===== src/logic/cxf_pkg.sv =====
`default_nettype none
package cxf_pkg;
  localparam int unsigned CXF_MAX_FILTERS = 64;
  localparam logic [6:0] CXF_MAX_SIZE = 7'h40;

  // Register byte offsets
  localparam logic [11:0] CXF_OFF_CTRL = 12'h000;
  localparam logic [11:0] CXF_OFF_INT_FLAGS = 12'h004;
  localparam logic [11:0] CXF_OFF_INT_MASK = 12'h008;
  localparam logic [11:0] CXF_OFF_PRIO_STATUS = 12'h00c;
  localparam logic [11:0] CXF_OFF_EXT_LIST_CFG = 12'h010;
  localparam logic [11:0] CXF_OFF_EXT_MASK = 12'h014;
  localparam logic [11:0] CXF_OFF_TX_PENDING = 12'h018;
  localparam logic [11:0] CXF_OFF_TX_ADD = 12'h01c;
  localparam logic [11:0] CXF_OFF_TX_CANCEL_FIN = 12'h020;
  localparam logic [11:0] CXF_OFF_TX_OCCURRED = 12'h0d8;

  // Reset values
  localparam logic [31:0] CXF_RST_ZERO = 32'h0000_0000;
  localparam logic [28:0] CXF_RST_EXT_MASK = 29'h1fff_ffff;

  // Field positions
  localparam int unsigned CXF_CTRL_NO_AUTO_RETX = 0;
  localparam int unsigned CXF_INT_HPM = 0;
  localparam int unsigned CXF_INT_TX_DONE = 1;
  localparam int unsigned CXF_INT_TX_CANCEL = 2;
  localparam int unsigned CXF_INT_W = 3;
  localparam int unsigned CXF_CFG_START_LSB = 0;
  localparam int unsigned CXF_CFG_SIZE_LSB = 16;

  // Element configuration codes (first word bits 31:29)
  localparam logic [2:0] CXF_EC_DISABLE = 3'h0;
  localparam logic [2:0] CXF_EC_FIFO0 = 3'h1;
  localparam logic [2:0] CXF_EC_FIFO1 = 3'h2;
  localparam logic [2:0] CXF_EC_REJECT = 3'h3;
  localparam logic [2:0] CXF_EC_PRIO = 3'h4;
  localparam logic [2:0] CXF_EC_PRIO_FIFO0 = 3'h5;
  localparam logic [2:0] CXF_EC_PRIO_FIFO1 = 3'h6;
  localparam logic [2:0] CXF_EC_BUFFER = 3'h7;

  // Filter types (second word bits 31:30)
  localparam logic [1:0] CXF_FT_RANGE = 2'h0;
  localparam logic [1:0] CXF_FT_DUAL = 2'h1;
  localparam logic [1:0] CXF_FT_CLASSIC = 2'h2;
  localparam logic [1:0] CXF_FT_RANGE_NOMASK = 2'h3;

  // Message storage indicator in priority status
  localparam logic [1:0] CXF_MSI_NONE = 2'h0;
  localparam logic [1:0] CXF_MSI_FIFO0 = 2'h2;
  localparam logic [1:0] CXF_MSI_FIFO1 = 2'h3;

  typedef enum logic [2:0] {
    CXF_DST_NONE = 3'b000,
    CXF_DST_FIFO0 = 3'b001,
    CXF_DST_FIFO1 = 3'b010,
    CXF_DST_RXBUF = 3'b011,
    CXF_DST_DBG_A = 3'b100,
    CXF_DST_DBG_B = 3'b101,
    CXF_DST_DBG_C = 3'b110
  } cxf_dest_t;

  typedef struct packed {
    logic [28:0] id;
    logic ext;
  } cxf_rx_frame_t;

  typedef struct packed {
    logic valid;
    logic matched;
    logic prio;
    cxf_dest_t dest;
    logic [5:0] buf_index;
    logic [5:0] filter_index;
  } cxf_result_t;
endpackage
`default_nettype wire


===== src/logic/cxf_filter_tx.sv =====
`timescale 1ns/1ps
`default_nettype none

// Summary of operation
// - Up to 64 extended-identifier filter elements filter 29-bit frames.
// - Element word address is list start plus twice the index.
// - Enabled elements take part in filtering; disabled ones are skipped.
// - Filtering stops at first enabled match or after the last element.
// - Configs 4, 5, 6 on match set priority flag, interrupt, status.
// - Config field bits 31:29 select disable, FIFO, reject or priority.
// - Config 7 routes to receive buffer or debug slot, ignoring type.
// - First identifier; buffer targets need exact match after global mask.
// - Type 0 accepts identifiers from first to second, inclusive.
// - Second identifier bits 10:9 pick receive buffer or debug A/B/C.
// - Second identifier bits 5:0 give the receive buffer index.
// - Without auto retransmit, failed transmissions cancel and set cancel bit.
// - Pending bit reads 1 while a request is outstanding.
// - Read-only transmit-occurred register, one bit per buffer, resets zero.
// - Occurred bit sets when pending clears after successful transmission.
// - Writing one to add-request clears that buffer's occurred bit.
module cxf_filter_tx
  import cxf_pkg::*;
#(
  parameter int unsigned ADDR_W = 16,
  parameter int unsigned NUM_TX = 32
) (
  input wire logic pclk,
  input wire logic presetn,
  input wire logic psel,
  input wire logic penable,
  input wire logic pwrite,
  input wire logic [11:0] paddr,
  input wire logic [31:0] pwdata,
  output logic [31:0] prdata,
  output logic pready,
  output logic pslverr,
  input wire logic rx_valid,
  input wire cxf_rx_frame_t rx_frame,
  output logic rx_ready,
  output cxf_result_t result,
  output logic mram_req,
  output logic [ADDR_W-1:0] mram_addr,
  input wire logic mram_rvalid,
  input wire logic [31:0] mram_rdata,
  input wire logic [NUM_TX-1:0] tx_success,
  input wire logic [NUM_TX-1:0] tx_failed,
  output logic [NUM_TX-1:0] tx_pending,
  output logic irq
);

  typedef enum logic [1:0] {
    CXF_S_IDLE = 2'b00,
    CXF_S_READ0 = 2'b01,
    CXF_S_READ1 = 2'b10,
    CXF_S_EVAL = 2'b11
  } cxf_state_t;

  cxf_state_t state_q;
  cxf_rx_frame_t frame_q;
  cxf_result_t result_q;
  logic [5:0] idx_q;
  logic [31:0] word0_q;
  logic [31:0] word1_q;
  logic mram_req_q;
  logic [ADDR_W-1:0] mram_addr_q;
  logic rx_ready_q;

  logic no_auto_retransmit_q;
  logic [CXF_INT_W-1:0] int_flags_q;
  logic [CXF_INT_W-1:0] int_flags_d;
  logic [CXF_INT_W-1:0] int_mask_q;
  logic [15:0] prio_status_q;
  logic [ADDR_W-1:0] ext_list_start_address_q;
  logic [6:0] list_size_q;
  logic [28:0] ext_id_global_mask_q;
  logic [NUM_TX-1:0] pend_q;
  logic [NUM_TX-1:0] pend_d;
  logic [NUM_TX-1:0] cancel_fin_q;
  logic [NUM_TX-1:0] cancel_fin_d;
  logic [NUM_TX-1:0] occurred_q;
  logic [NUM_TX-1:0] occurred_d;
  logic irq_q;

  logic [31:0] prdata_q;
  logic pready_q;
  logic pslverr_q;

  // APB decode
  logic setup;
  logic wr;
  logic [NUM_TX-1:0] add_req;
  logic [NUM_TX-1:0] fail_cancel;
  logic [31:0] rd_mux;
  logic rd_hit;

  assign setup = psel & ~penable;
  assign wr = psel & penable & pwrite & pready_q & ~pslverr_q;
  assign add_req = (wr && paddr == CXF_OFF_TX_ADD) ?
                   pwdata[NUM_TX-1:0] : '0;

  always_comb begin
    rd_mux = CXF_RST_ZERO;
    rd_hit = 1'b1;
    case (paddr)
      CXF_OFF_CTRL: rd_mux[CXF_CTRL_NO_AUTO_RETX] = no_auto_retransmit_q;
      CXF_OFF_INT_FLAGS: rd_mux[CXF_INT_W-1:0] = int_flags_q;
      CXF_OFF_INT_MASK: rd_mux[CXF_INT_W-1:0] = int_mask_q;
      CXF_OFF_PRIO_STATUS: rd_mux[15:0] = prio_status_q;
      CXF_OFF_EXT_LIST_CFG: begin
        rd_mux[CXF_CFG_START_LSB +: ADDR_W] = ext_list_start_address_q;
        rd_mux[CXF_CFG_SIZE_LSB +: 7] = list_size_q;
      end
      CXF_OFF_EXT_MASK: rd_mux[28:0] = ext_id_global_mask_q;
      CXF_OFF_TX_PENDING: rd_mux[NUM_TX-1:0] = pend_q;
      CXF_OFF_TX_ADD: rd_mux = CXF_RST_ZERO;
      CXF_OFF_TX_CANCEL_FIN: rd_mux[NUM_TX-1:0] = cancel_fin_q;
      CXF_OFF_TX_OCCURRED: rd_mux[NUM_TX-1:0] = occurred_q;
      default: rd_hit = 1'b0;
    endcase
  end

  // Answer is prepared in the setup cycle, so no wait states
  always_ff @(posedge pclk or negedge presetn) begin
    if (!presetn) begin
      prdata_q <= CXF_RST_ZERO;
      pready_q <= 1'b0;
      pslverr_q <= 1'b0;
    end else begin
      pready_q <= setup;
      pslverr_q <= setup & ~rd_hit;
      if (setup) begin
        prdata_q <= pwrite ? CXF_RST_ZERO : rd_mux;
      end
    end
  end

  // Software configuration
  always_ff @(posedge pclk or negedge presetn) begin
    if (!presetn) begin
      no_auto_retransmit_q <= 1'b0;
      int_mask_q <= '0;
      ext_list_start_address_q <= '0;
      list_size_q <= '0;
      ext_id_global_mask_q <= CXF_RST_EXT_MASK;
    end else if (wr) begin
      case (paddr)
        CXF_OFF_CTRL:
          no_auto_retransmit_q <= pwdata[CXF_CTRL_NO_AUTO_RETX];
        CXF_OFF_INT_MASK: int_mask_q <= pwdata[CXF_INT_W-1:0];
        CXF_OFF_EXT_LIST_CFG: begin
          ext_list_start_address_q <= pwdata[CXF_CFG_START_LSB +: ADDR_W];
          // Sizes beyond the list capacity are clamped
          list_size_q <= (pwdata[CXF_CFG_SIZE_LSB +: 7] > CXF_MAX_SIZE) ?
                         CXF_MAX_SIZE : pwdata[CXF_CFG_SIZE_LSB +: 7];
        end
        CXF_OFF_EXT_MASK: ext_id_global_mask_q <= pwdata[28:0];
        default: ;
      endcase
    end
  end

  // Element decode of the fetched words
  logic [2:0] ext_element_config;
  logic [28:0] ext_first_identifier;
  logic [1:0] ext_filter_type;
  logic [28:0] ext_second_identifier;
  logic [28:0] id_masked;
  logic [28:0] id_raw;
  logic hit;
  logic is_last;
  logic [ADDR_W-1:0] elem_addr;
  logic [5:0] idx_next;

  assign ext_element_config = word0_q[31:29];
  assign ext_first_identifier = word0_q[28:0];
  assign ext_filter_type = word1_q[31:30];
  assign ext_second_identifier = word1_q[28:0];
  assign id_raw = frame_q.id;
  assign id_masked = frame_q.id & ext_id_global_mask_q;
  assign is_last = ({1'b0, idx_q} == list_size_q - 7'd1);
  assign idx_next = idx_q + 6'd1;
  assign elem_addr = ext_list_start_address_q +
                     ADDR_W'({idx_q, 1'b0});

  always_comb begin
    hit = 1'b0;
    if (ext_element_config == CXF_EC_BUFFER) begin
      hit = (id_masked == (ext_first_identifier & ext_id_global_mask_q));
    end else begin
      case (ext_filter_type)
        CXF_FT_RANGE: hit = (id_masked >= ext_first_identifier) &&
                            (id_masked <= ext_second_identifier);
        CXF_FT_DUAL: hit = (id_masked == ext_first_identifier) ||
                           (id_masked == ext_second_identifier);
        CXF_FT_CLASSIC: hit = ((id_raw & ext_second_identifier) ==
                               (ext_first_identifier &
                                ext_second_identifier));
        CXF_FT_RANGE_NOMASK: hit = (id_raw >= ext_first_identifier) &&
                                   (id_raw <= ext_second_identifier);
        default: hit = 1'b0;
      endcase
    end
  end

  // Outcome of a matching element
  cxf_result_t match_res;
  always_comb begin
    match_res = '0;
    match_res.valid = 1'b1;
    match_res.filter_index = idx_q;
    match_res.buf_index = ext_second_identifier[5:0];
    match_res.prio = (ext_element_config == CXF_EC_PRIO) ||
                     (ext_element_config == CXF_EC_PRIO_FIFO0) ||
                     (ext_element_config == CXF_EC_PRIO_FIFO1);
    case (ext_element_config)
      CXF_EC_FIFO0, CXF_EC_PRIO_FIFO0: begin
        match_res.matched = 1'b1;
        match_res.dest = CXF_DST_FIFO0;
      end
      CXF_EC_FIFO1, CXF_EC_PRIO_FIFO1: begin
        match_res.matched = 1'b1;
        match_res.dest = CXF_DST_FIFO1;
      end
      CXF_EC_BUFFER: begin
        match_res.matched = 1'b1;
        case (ext_second_identifier[10:9])
          2'h0: match_res.dest = CXF_DST_RXBUF;
          2'h1: match_res.dest = CXF_DST_DBG_A;
          2'h2: match_res.dest = CXF_DST_DBG_B;
          default: match_res.dest = CXF_DST_DBG_C;
        endcase
      end
      default: begin
        // Reject and priority-only store nothing
        match_res.matched = 1'b1;
        match_res.dest = CXF_DST_NONE;
      end
    endcase
  end

  // Filter engine
  always_ff @(posedge pclk or negedge presetn) begin
    if (!presetn) begin
      state_q <= CXF_S_IDLE;
      frame_q <= '0;
      result_q <= '0;
      idx_q <= '0;
      word0_q <= CXF_RST_ZERO;
      word1_q <= CXF_RST_ZERO;
      mram_req_q <= 1'b0;
      mram_addr_q <= '0;
      rx_ready_q <= 1'b0;
    end else begin
      result_q.valid <= 1'b0;
      case (state_q)
        CXF_S_IDLE: begin
          rx_ready_q <= 1'b1;
          if (rx_valid && rx_ready_q && rx_frame.ext) begin
            frame_q <= rx_frame;
            idx_q <= '0;
            rx_ready_q <= 1'b0;
            if (list_size_q == 7'd0) begin
              result_q <= '0;
              result_q.valid <= 1'b1;
              rx_ready_q <= 1'b1;
            end else begin
              mram_req_q <= 1'b1;
              mram_addr_q <= ext_list_start_address_q;
              state_q <= CXF_S_READ0;
            end
          end
        end
        CXF_S_READ0: begin
          if (mram_rvalid) begin
            word0_q <= mram_rdata;
            if (mram_rdata[31:29] == CXF_EC_DISABLE) begin
              if (is_last) begin
                mram_req_q <= 1'b0;
                result_q <= '0;
                result_q.valid <= 1'b1;
                rx_ready_q <= 1'b1;
                state_q <= CXF_S_IDLE;
              end else begin
                idx_q <= idx_next;
                mram_addr_q <= elem_addr + ADDR_W'(2);
              end
            end else begin
              mram_addr_q <= elem_addr + ADDR_W'(1);
              state_q <= CXF_S_READ1;
            end
          end
        end
        CXF_S_READ1: begin
          if (mram_rvalid) begin
            word1_q <= mram_rdata;
            mram_req_q <= 1'b0;
            state_q <= CXF_S_EVAL;
          end
        end
        CXF_S_EVAL: begin
          if (hit) begin
            result_q <= match_res;
            rx_ready_q <= 1'b1;
            state_q <= CXF_S_IDLE;
          end else if (is_last) begin
            result_q <= '0;
            result_q.valid <= 1'b1;
            rx_ready_q <= 1'b1;
            state_q <= CXF_S_IDLE;
          end else begin
            idx_q <= idx_next;
            mram_req_q <= 1'b1;
            mram_addr_q <= elem_addr + ADDR_W'(2);
            state_q <= CXF_S_READ0;
          end
        end
        default: state_q <= CXF_S_IDLE;
      endcase
    end
  end

  // Priority match status: buffer index, storage, filter index, list
  always_ff @(posedge pclk or negedge presetn) begin
    if (!presetn) begin
      prio_status_q <= '0;
    end else if (result_q.valid && result_q.prio) begin
      prio_status_q[5:0] <= result_q.buf_index;
      prio_status_q[7:6] <= (result_q.dest == CXF_DST_FIFO0) ?
                            CXF_MSI_FIFO0 :
                            (result_q.dest == CXF_DST_FIFO1) ?
                            CXF_MSI_FIFO1 : CXF_MSI_NONE;
      prio_status_q[13:8] <= result_q.filter_index;
      prio_status_q[14] <= 1'b0;
      prio_status_q[15] <= 1'b1;
    end
  end

  // Transmit buffer status; a new request wins over a same-cycle clear
  assign fail_cancel = tx_failed & pend_q &
                       {NUM_TX{no_auto_retransmit_q}};
  assign pend_d = (pend_q & ~tx_success & ~fail_cancel) | add_req;
  assign occurred_d = (occurred_q & ~add_req) |
                      (tx_success & pend_q);
  assign cancel_fin_d = (cancel_fin_q & ~add_req) | fail_cancel;

  always_ff @(posedge pclk or negedge presetn) begin
    if (!presetn) begin
      pend_q <= '0;
      occurred_q <= '0;
      cancel_fin_q <= '0;
    end else begin
      pend_q <= pend_d;
      occurred_q <= occurred_d;
      cancel_fin_q <= cancel_fin_d;
    end
  end

  // Interrupt flags: write one to clear, a same-cycle event wins
  logic [CXF_INT_W-1:0] int_set;
  logic [CXF_INT_W-1:0] int_clr;

  always_comb begin
    int_set = '0;
    int_set[CXF_INT_HPM] = result_q.valid & result_q.prio;
    int_set[CXF_INT_TX_DONE] = |(tx_success & pend_q);
    int_set[CXF_INT_TX_CANCEL] = |fail_cancel;
    int_clr = (wr && paddr == CXF_OFF_INT_FLAGS) ?
              pwdata[CXF_INT_W-1:0] : '0;
    int_flags_d = (int_flags_q & ~int_clr) | int_set;
  end

  always_ff @(posedge pclk or negedge presetn) begin
    if (!presetn) begin
      int_flags_q <= '0;
      irq_q <= 1'b0;
    end else begin
      int_flags_q <= int_flags_d;
      irq_q <= |(int_flags_d & int_mask_q);
    end
  end

  assign prdata = prdata_q;
  assign pready = pready_q;
  assign pslverr = pslverr_q;
  assign rx_ready = rx_ready_q;
  assign result = result_q;
  assign mram_req = mram_req_q;
  assign mram_addr = mram_addr_q;
  assign tx_pending = pend_q;
  assign irq = irq_q;

endmodule
`default_nettype wire


===== config.mk =====
export PLATFORM = sky130hd
export DESIGN_NAME = cxf_filter_tx
export DESIGN_NICKNAME = d
export VERILOG_FILES = /design/src/logic/cxf_pkg.sv /design/src/logic/cxf_filter_tx.sv
export SDC_FILE = /design/constraint.sdc
export NUM_CORES = 1
export LEC_CHECK = 0
export BUFFER_PORTS_ARGS = -buffer_cell sky130_fd_sc_hd__buf_2
export CORE_MARGIN = 2
export CORE_UTILIZATION = 38
export CTS_BUF_LIST = sky130_fd_sc_hd__clkbuf_2 sky130_fd_sc_hd__clkbuf_4 sky130_fd_sc_hd__clkbuf_8
export DETAILED_ROUTE_END_ITERATION = 10
export GPL_TIMING_DRIVEN = 0
export HOLD_SLACK_MARGIN = 0.12
export PLACE_DENSITY = 0.58
export SKIP_LAST_GASP = 1
export SYNTH_ARGS = -nofsm -noshare
export SYNTH_HDL_FRONTEND = slang
export SYNTH_SLANG_ARGS = --single-unit

===== constraint.sdc =====
create_clock -name pclk -period 3.8 [get_ports pclk]
set_clock_uncertainty 0.15 [all_clocks]
set_input_delay 0.76 -clock pclk [delete_from_list [all_inputs] [get_ports pclk]]
set_output_delay 0.76 -clock pclk [all_outputs]
set_load 0.01 [all_outputs]

# After elaboration in Yosys (flattened, before gate mapping)

Cells that the tools add are included.

Register bits after elaboration: 342
Word-level logic and storage cells: 207
Output and inout bits: 103
Input bits: 177

Multiplexer cells: 62
Bitwise logic cells: 31
Add/sub/neg operators: 5
Equality and inequality tests: 40
Reductions and logical operators: 36
$lt $le $gt $ge: 5

Operators by type and width:

| kind                | count |
|---|---|
| $and 32x32->32      | 7 |
| $and 29x29->29      | 4 |
| $eq 29x29->1        | 4 |
| $mux 18             | 6 |
| $mux 16             | 6 |
| $not 32->32         | 3 |
| $or 32x32->32       | 3 |
| $pmux 13 s6         | 1 |
| $mux 32             | 2 |
| $reduce_or 32->1    | 2 |
| $ge 29x29->1        | 2 |
| $le 29x29->1        | 2 |
| $pmux 18 s3         | 1 |
| $eq 12x5->1 const B | 4 |
| $pmux 16 s3         | 1 |
| $pmux 7 s5          | 1 |
| $mux 6              | 5 |
| $pmux 3 s3          | 3 |
| $eq 12x4->1 const B | 2 |
| $pmux 6 s4          | 1 |
| $reduce_and 5->1    | 4 |
| $mux 1              | 18 |
| $ne 2x2->1 const B  | 9 |
| $pmux 6 s3          | 1 |
| other kinds (42)    | 87 |

# Depth between registers and ports, before layout

Gate-level depths: netlist of the first run.

Word-level depth: 11
Mapped depth: 13
Mapped depth without buffers: 13

# Worst setup path after synthesis of the first run

No wires, ideal clock.

Kind: register to register
Start: reg idx_q[0]
End: reg mram_addr_q[15] (netlist: mram_addr[15])
Setup slack: 454 ps
Stages on the path, launching flop included: 14
Buffers on the path: 1
Required time: 3525 ps
Arrival time: 3071 ps
Clock period less this slack: 3346 ps
Setup time: 125 ps
Path through: dfrtp_1 -> ha_1 -> inv_1 -> fa_1 -> and2b_1 -> o2111ai_1 -> a21oi_1 -> nor3_1 -> a221o_1 -> buf_2 -> and4bb_2 -> xnor2_1 -> a221oi_1 -> o2bb2ai_1

Word-level cells in the longest chain between the ends: 6
Elaborated cells between the ends (all ways): 9
Those cells by class: add/sub: 3; eq/ne: 1; mux: 5

Ends and longest elaborated chain:

| what                     | line                                       | text |
|---|---|---|
| start: declaration       | cxf_filter_tx.sv:61                        | `logic [5:0] idx_q;` |
| start signal: assignment | cxf_filter_tx.sv:284                       | `idx_q <= idx_next;` |
| start signal: assignment | cxf_filter_tx.sv:311                       | `idx_q <= idx_next;` |
| $add 16x7->16            | cxf_filter_tx.sv:182                       | `assign elem_addr = ext_list_start_address_q +` |
| $add 16x2->16            | cxf_filter_tx.sv:285, cxf_filter_tx.sv:313 |  |
| $mux 16                  | cxf_filter_tx.sv:277, cxf_filter_tx.sv:305 |  |
| $mux 16                  | cxf_filter_tx.sv:276                       | `if (mram_rdata[31:29] == CXF_EC_DISABLE) begin` |
| $mux 16                  | cxf_filter_tx.sv:274                       | `if (mram_rvalid) begin` |
| $pmux 16 s3 *            | cxf_filter_tx.sv:255                       | `case (state_q)` |
| end signal: assignment   | cxf_filter_tx.sv:285                       | `mram_addr_q <= elem_addr + ADDR_W'(2);` |
| end signal: assignment   | cxf_filter_tx.sv:288                       | `mram_addr_q <= elem_addr + ADDR_W'(1);` |
| end signal: assignment   | cxf_filter_tx.sv:313                       | `mram_addr_q <= elem_addr + ADDR_W'(2);` |
| end: declaration         | cxf_filter_tx.sv:65                        | `logic [ADDR_W-1:0] mram_addr_q;` |

Every way passes the cells marked *; elsewhere a longest branch is shown, timed or not. The select of a mux whose other input is x is not followed.
A chain may end at the register's enable or synchronous reset.

# Worst setup path after layout of the first run

Start: reg ext_id_global_mask_q[11]
End: reg idx_q[0]

Word-level cells in the longest chain between the ends: 7
Elaborated cells between the ends (all ways): 13
Those cells by class: order compare: 2; eq/ne: 4; mux: 2; bitwise: 2; reduce/logical: 3

Ends and longest elaborated chain:

| what                                                  | line                                       | text |
|---|---|---|
| start: declaration                                    | cxf_filter_tx.sv:75                        | `logic [28:0] ext_id_global_mask_q;` |
| start signal: assignment                              | cxf_filter_tx.sv:156                       | `CXF_OFF_EXT_MASK: ext_id_global_mask_q <= pwdata[28:0];` |
| $and 29x29->29                                        | cxf_filter_tx.sv:179                       | `assign id_masked = frame_q.id & ext_id_global_mask_q;` |
| $ge 29x29->1, or another cell as far along            | cxf_filter_tx.sv:191                       | `CXF_FT_RANGE: hit = (id_masked >= ext_first_identifier) &&` |
| $logic_and 1x1->1 or $logic_or 1x1->1 (tied branches) | cxf_filter_tx.sv:191, cxf_filter_tx.sv:193 |  |
| $pmux 1 s4                                            | cxf_filter_tx.sv:190                       | `case (ext_filter_type)` |
| $mux 1 *                                              | cxf_filter_tx.sv:187                       | `if (ext_element_config == CXF_EC_BUFFER) begin` |
| $ne 2x2->1 (no source line) *                         | n/a                                        |  |
| $reduce_and 5->1 (no source line) *                   | n/a                                        |  |

Every way passes the cells marked *; elsewhere a longest branch is shown, timed or not.

==> results.yml, run 1 <==
run_status:
  status: "finished clean"
global_route:
  grt_util_met1_pct: 35.9
  grt_pass1_wl_mm: 116
  grt.busiest_layer: "met2"
  gr-usage-met3_pct: 5.57
  grt_pass1_vias: 18100
  grt_use_met2_pct: 46.4
  grt.overflow.total: 0
  track_usage_pct: 27.9
  antenna_found_initial: 3
  grt_start_max_net_pins: 99
clock_network:
  numCtsBuffers: 61
  htree_levels: 2
  clk_path_buf_depth: 3
  clk_pin_slew_worst_paths_ns: 0.07
  cts_tree: "done"
  cts_root_buf: "clkbuf_8"
  insertion_delay_ns: 0.73
  cts_num_sinks: 341
floorplanning:
  num_rows: 84
  die_height_um: 235
  die_area_um2: 55300
  start_util_pct: 38.5
  core_um2: 52800
  ios: 280
  die_x_um: 235
power:
  ir_worst_vdd_uv: 413
  p_per_area_nw_per_um2: 599
  p_leak_nw: 12.0
  power_frac_seq_pct: 35.2
  clkPwrFrac_pct: 27.5
  switching_power_mw: 5.86
  switching_share_pct: 39.6
  p_int_mw: 8.96
  finalPower_mw: 14.8
  comb_power_share_pct: 37.2
placed_design:
  portBuffers: 279
  pre_cts_ws_ns: -0.855
  place.gp.congestion: 0.942
  dp_hpwl_mm: 61.2
worst_setup_path:
  worstSetupEndpointType: "register"
  critPathMaxFanout: 5
  cp_data_arrival_time_ns: 4.17
  path_class: "register to register"
  cp.required_ns: 4.26
  cp-start-kind: "register"
synthesis:
  syn_nets: 2305
  synth.distinct_cells: 88
  ys_seq_area_share_pct: 42.2
  yosys_register_bits: 341
  synth_cells: 1964
  synthFlopType: "dfrtp_1"
  async_flop_share_pct: 100
  syn_avg_cell_area_um2: 10.3
  synth_warnings: 0
  synth_edf_count: 0
  syn-cell-area_um2: 20300
sta:
  setup_ws_ns: 0.0863
  tightest_slew_ns: 0.994
  report.final.slew_viol_count: 0
  min_period_ns: 3.71
  setup_tns_ns: 0
  fin_crit_sh_pct: 97.7
  fin_hold_ws_ns: 0.164
  maxSlewHeadroom_pct: 33.7
  fmax_mhz: 269
  setup_viol_count_final: 0
  hold_violations: 0
route:
  vias: 18100
  routed_wl_mm: 78.5
  drt-wirelength-per-cell_um: 25.3
  drt_iter0_drc: 1512
  drc_errors: 0
  antenna_left: 0
  first_pass_iters: 8
  routed_via_density: 5.83
final_layout:
  drive_gt1_share_pct: 27.3
  synthToLayoutAreaGrowth_pct: 21.8
  fillers: 5086
  final_nets: 2698
  seq_area_um2: 8570
  final_common_cell: "dfrtp_1"
  mostFrequentLayoutCells: "dfrtp_1 (308), buf_2 (293), nand2_1 (251), ha_1 (162), mux2_2 (146)"
  multi_input_area_um2: 11300
run:
  maxCapViolCount: 0
hold_path:
  min_path_type: "primary input to register"
==> per-layer routing <==
metal  up-vias  share of wire, %
met3       169               6.7
met2       705                48
met1      9059                42
met4         0               4.0
li1       8122                 -
met5         -                 0
==> repair_timing <==
action,4_1_cts,5_1_grt
hold buffers,29,0
hold endpoints to repair,84,0
buffers inserted,4,14
gates resized for setup,9,27
pin swaps,3,14
endpoints found under the setup margin,43,40
==> critical path, stage by stage (launching register included) <==
cell and delay [ns]:
dfstp_2 0.64, and2_4 0.19, ha_1 0.15, nand4_1 0.27
nor4_4 0.45, and2_4 0.23, a21oi_1 0.04, a211o_1 0.37
o21bai_2 0.19, o211ai_2 0.14, buf_6 0.17, buf_2 0.16
nand2_1 0.09, mux2_2 0.33
==> sequential cells by signal (all words and copies together) (netlist names), 18 cells and up, named ones only <==
| name | flops |
|---|---|
| occurred_q | 32 |
| id_raw | 29 |
| cancel_fin_q | 32 |
| word1_q | 31 |
| ext_id_global_mask_q | 29 |
| prdata | 32 |
| result | 18 |
| tx_pending | 32 |
| word0_q | 32 |
==> cell usage after synthesis, drive strengths merged (17+ instances only) <==
master / n / area share (%)
inv: 83 / 1.5
clkbuf: 50 / 0.92
a32o: 38 / 1.9
nand4: 47 / 1.5
dfrtp: 312 / 38
xor2: 53 / 2.3
dfstp: 29 / 3.7
ha: 163 / 10
and2: 37 / 1.2
a21oi: 75 / 1.8
o21ai: 71 / 1.8
buf: 26 / 0.76
nor4: 17 / 0.66
a22oi: 93 / 3.4
xnor2: 30 / 1.3
a22o: 82 / 3.5
nor2: 41 / 0.79
nor3: 22 / 0.59
mux2: 148 / 8.2
nand3b: 48 / 1.8
nand3: 59 / 1.5
nand2: 252 / 4.7
==> area by class of cell <==
| cell class | instances | area share [%] |
|---|---|---|
| timing repair buffer | 330 | 7.85 |
| clock inverter | 11 | 0.718 |
| sequential | 341 | 34.6 |
| antenna | 4 | 0.0404 |
| inverter | 83 | 1.26 |
| clock buffer | 102 | 5.14 |
| buffer | 76 | 1.39 |
| multi-input combinational | 1464 | 45.5 |
| tap | 688 | 3.48 |
==> metrics by stage <==
step / instances / util (%) / area, µm²
2_1_floorplan: 1964 / - / 20300
3_3_place_gp: 2931 / 42.8 / 22600
3_5_place_dp: 2935 / 43.0 / 22700
4_1_cts: 3081 / 46.4 / 24500
5_1_grt: 3095 / 46.9 / 24700
6_report: 3099 / 46.9 / 24700
==> worst paths after layout <==
check                      slack [ns]                startpoint              to  cells past startpoint
setup reg to reg                 0.09  ext_id_global_mask_q[11]        idx_q[0]                     13
setup / recovery                 0.09  ext_id_global_mask_q[11]        idx_q[0]                     13
hold reg to reg                  0.34              mram_addr[5]    mram_addr[5]                      1
hold / removal                   0.16            tx_success[27]  occurred_q[27]                      2
max in group asynchronous        1.63                   presetn       id_raw[9]                      4
min in group asynchronous        0.43                   presetn  tx_pending[22]                      2
==> power by group through the flow <==
stage / combinational, mW / sequential (mW) / clock, mW
finish: 5.51 / 5.22 / 4.08
global route: 6.14 / 5.33 / 4.34
CTS: 5.43 / 5.22 / 4.16
detailed placement: 5.35 / 5.29 / 0
global placement: 5.26 / 5.25 / 0
floorplan: 3.72 / 4.91 / 0
==> kinds of logic (layout without fill, tap and decap cells) <==
logic type,after synthesis,in the layout,share of synthesized area (%)
AO/OA/AOI/OAI,475,475,17.3
XOR/XNOR,83,83,3.58
adder cells (fa/ha/maj),164,164,10.1
buffers and inverters,159,602,3.22
flip-flops,341,341,42.2
multiplexers,156,156,8.61
other,0,4,0
AND/OR/NAND/NOR,586,586,15.0
Power figures use the tool's default switching activity.
==> inputs of run 2 (changes only) <==
==> constraint.sdc (replaced) <==
create_clock -name pclk -period 3.9 [get_ports pclk]
set_clock_uncertainty 0.15 [all_clocks]
set_input_delay 0.78 -clock pclk [delete_from_list [all_inputs] [get_ports pclk]]
set_output_delay 0.78 -clock pclk [all_outputs]
set_load 0.01 [all_outputs]
==> results.yml, run 2 (synthesis results as in run 1) <==
route:
  drt_iter0_drc: 1502
  routed_wl_mm: 78.1
  drt-wirelength-per-cell_um: 25.5
  wl_met1_mm: 32.4
  vias: 18000
  antenna_left: 0
  dr_wl_met2_mm: 36.8
  routed_via_density: 5.85
  first_pass_iters: 5
  top_layer_used: "met4"
  met3WireLength_mm: 5.58
  drc_errors: 0
worst_setup_path:
  critPathMaxFanout: 10
  worstSetupEndpointType: "register"
  cp-startpoint: "ext_id_global_mask_q[15]"
  cp-start-kind: "register"
  crit_family: "compound AO/OA/AOI/OAI gates"
  cp_data_arrival_time_ns: 4.21
  reg2reg_depth: 13
  cpPeakStageDelay_ns: 0.65
  r2r-end: "mram_addr[14]"
  path_class: "register to register"
  r2r-start: "ext_id_global_mask_q[15]"
  cp-endpoint: "mram_addr[14]"
  cp.required_ns: 4.35
  worst-path-stages: 13
  crit_chain: "and2_1, ha_1, nand2_1, nor2_1, a211oi_1, o21ai_0, a2111oi_4, o21bai_2, o211ai_2, buf_6, o211ai_4, buf_6, a22o_1"
  critPathBufInv: 2
  cp_common_cell: "buf_6"
  cp_slowest_cell: "dfstp_2"
  r2r_slack_ns: 0.14
run_status:
  status: "finished clean"
global_route:
  grt_start_max_net_pins: 99
  antenna_found_initial: 3
  grt_pass1_vias: 18000
  grt_pass1_wl_mm: 116
  grt.overflow.total: 0
  track_usage_pct: 27.8
floorplanning:
  core_um2: 52800
  start_util_pct: 38.5
  num_rows: 84
  die_area_um2: 55300
  die_height_um: 235
  die_x_um: 235
  ios: 280
placed_design:
  dp.cells: 2935
  place.gp.congestion: 0.942
  portBuffers: 279
  dp_hpwl_mm: 61.2
sta:
  setup_viol_count_final: 0
  tightest_slew_ns: 0.991
  fmax_mhz: 266
  maxSlewHeadroom_pct: 33.9
  min_period_ns: 3.76
  hold_violations: 0
  fin_hold_ws_ns: 0.160
  report.final.slew_viol_count: 0
  fin_crit_sh_pct: 96.4
  setup_tns_ns: 0
power:
  finalPower_mw: 14.3
  ir_worst_vdd_uv: 394
  p_per_area_nw_per_um2: 588
  p_leak_nw: 11.8
final_layout:
  final_common_cell: "dfrtp_1"
  mostFrequentLayoutCells: "dfrtp_1 (311), buf_2 (292), nand2_1 (251), ha_1 (163), mux2_2 (146)"
  fin_util_pct: 46.2
  final_nets: 2665
  synthToLayoutAreaGrowth_pct: 20.0
  layoutNonFillerInstCount: 3066
  drive_gt1_share_pct: 26.7
clock_network:
  clk_path_buf_depth: 3
  insertion_delay_ns: 0.73
  cts_root_buf: "clkbuf_8"
  numCtsBuffers: 61
  htree_levels: 2
  clk_pin_slew_worst_paths_ns: 0.06
  cts_tree: "done"
  cts_num_sinks: 341
hold_path:
  min_path_type: "primary input to register"
run:
  maxCapViolCount: 0
-- run 2: cell types whose count changed in the layout (fill, tap and decap cells not counted), moves of 2 or more --
cell           delta
nor4_2            +3
buf_4            -11
and2_1            +6
and2_4            -6
o21ai_1           -2
nor4_4            -2
dfrtp_1           +3
dfrtp_2           -3
o21ai_0           +2
dlygate4sd3_1    -20
-- run 2: final cells by class --
class / instances / area [µm²]
Fill cell: 5105 / 28400
Multi-Input combinational cell: 1464 / 11200
Sequential cell: 341 / 8570
Timing Repair Buffer: 297 / 1630
Clock buffer: 102 / 1270
Tap cell: 688 / 861
Buffer: 76 / 343
Inverter: 83 / 312
Clock inverter: 11 / 178
Antenna cell: 4 / 10.0
-- run 2: what timing repair did --
| item | in CTS | in global routing |
|---|---|---|
| setup buffers | 1 | 4 |
| pin swaps | 1 | 7 |
| hold endpoints to repair | 61 | 0 |
| hold buffers | 9 | 0 |
| gates resized for setup | 8 | 12 |
| endpoints found under the setup margin | 43 | 31 |
-- run 2: worst min path at each step --
stage	end	depth (start not counted)	start	slack [ns]
after floorplan	prio_status_q[15]	1	prio_status_q[15]	0.29
after global placement	prio_status_q[15]	1	prio_status_q[15]	0.31
after detailed placement	prio_status_q[15]	1	prio_status_q[15]	0.33
after CTS	id_raw[5]	2	rx_frame[6]	0.12
after global routing	tx_pending[31]	3	pwdata[31]	0.14
final	tx_pending[31]	3	pwdata[31]	0.16
-- run 2: through the flow --
| step | setup slack, ns | area, µm² |
|---|---|---|
| final | 0.141 | 24400 |
| after global routing | -0.000897 | 24400 |
| after CTS | 0.0373 | 24300 |
| after detailed placement | -0.755 | 22700 |
| after global placement | -4.88 | 22600 |
| after floorplan | 0.554 | 20300 |
-- run 2: worst min-delay path, stage by stage --
cell and delay (ns):
buf_2 0.08, nand2_1 0.08, nand2_1 0.06
-- run 2: where the power goes --
group	switching, mW	total, mW	internal, mW
clock	1.65	3.97	2.32
sequential	0.947	5.08	4.14
combinational	3.06	5.28	2.22
total	5.66	14.3	8.68
-- run 2: routing by layer --
| metal | up-vias | GRT usage, % |
|---|---|---|
| met5 | - | 0 |
| met4 | 0 | 10.8 |
| met3 | 164 | 5.61 |
| met2 | 737 | 46.1 |
| met1 | 8987 | 35.8 |
| li1 | 8062 | - |
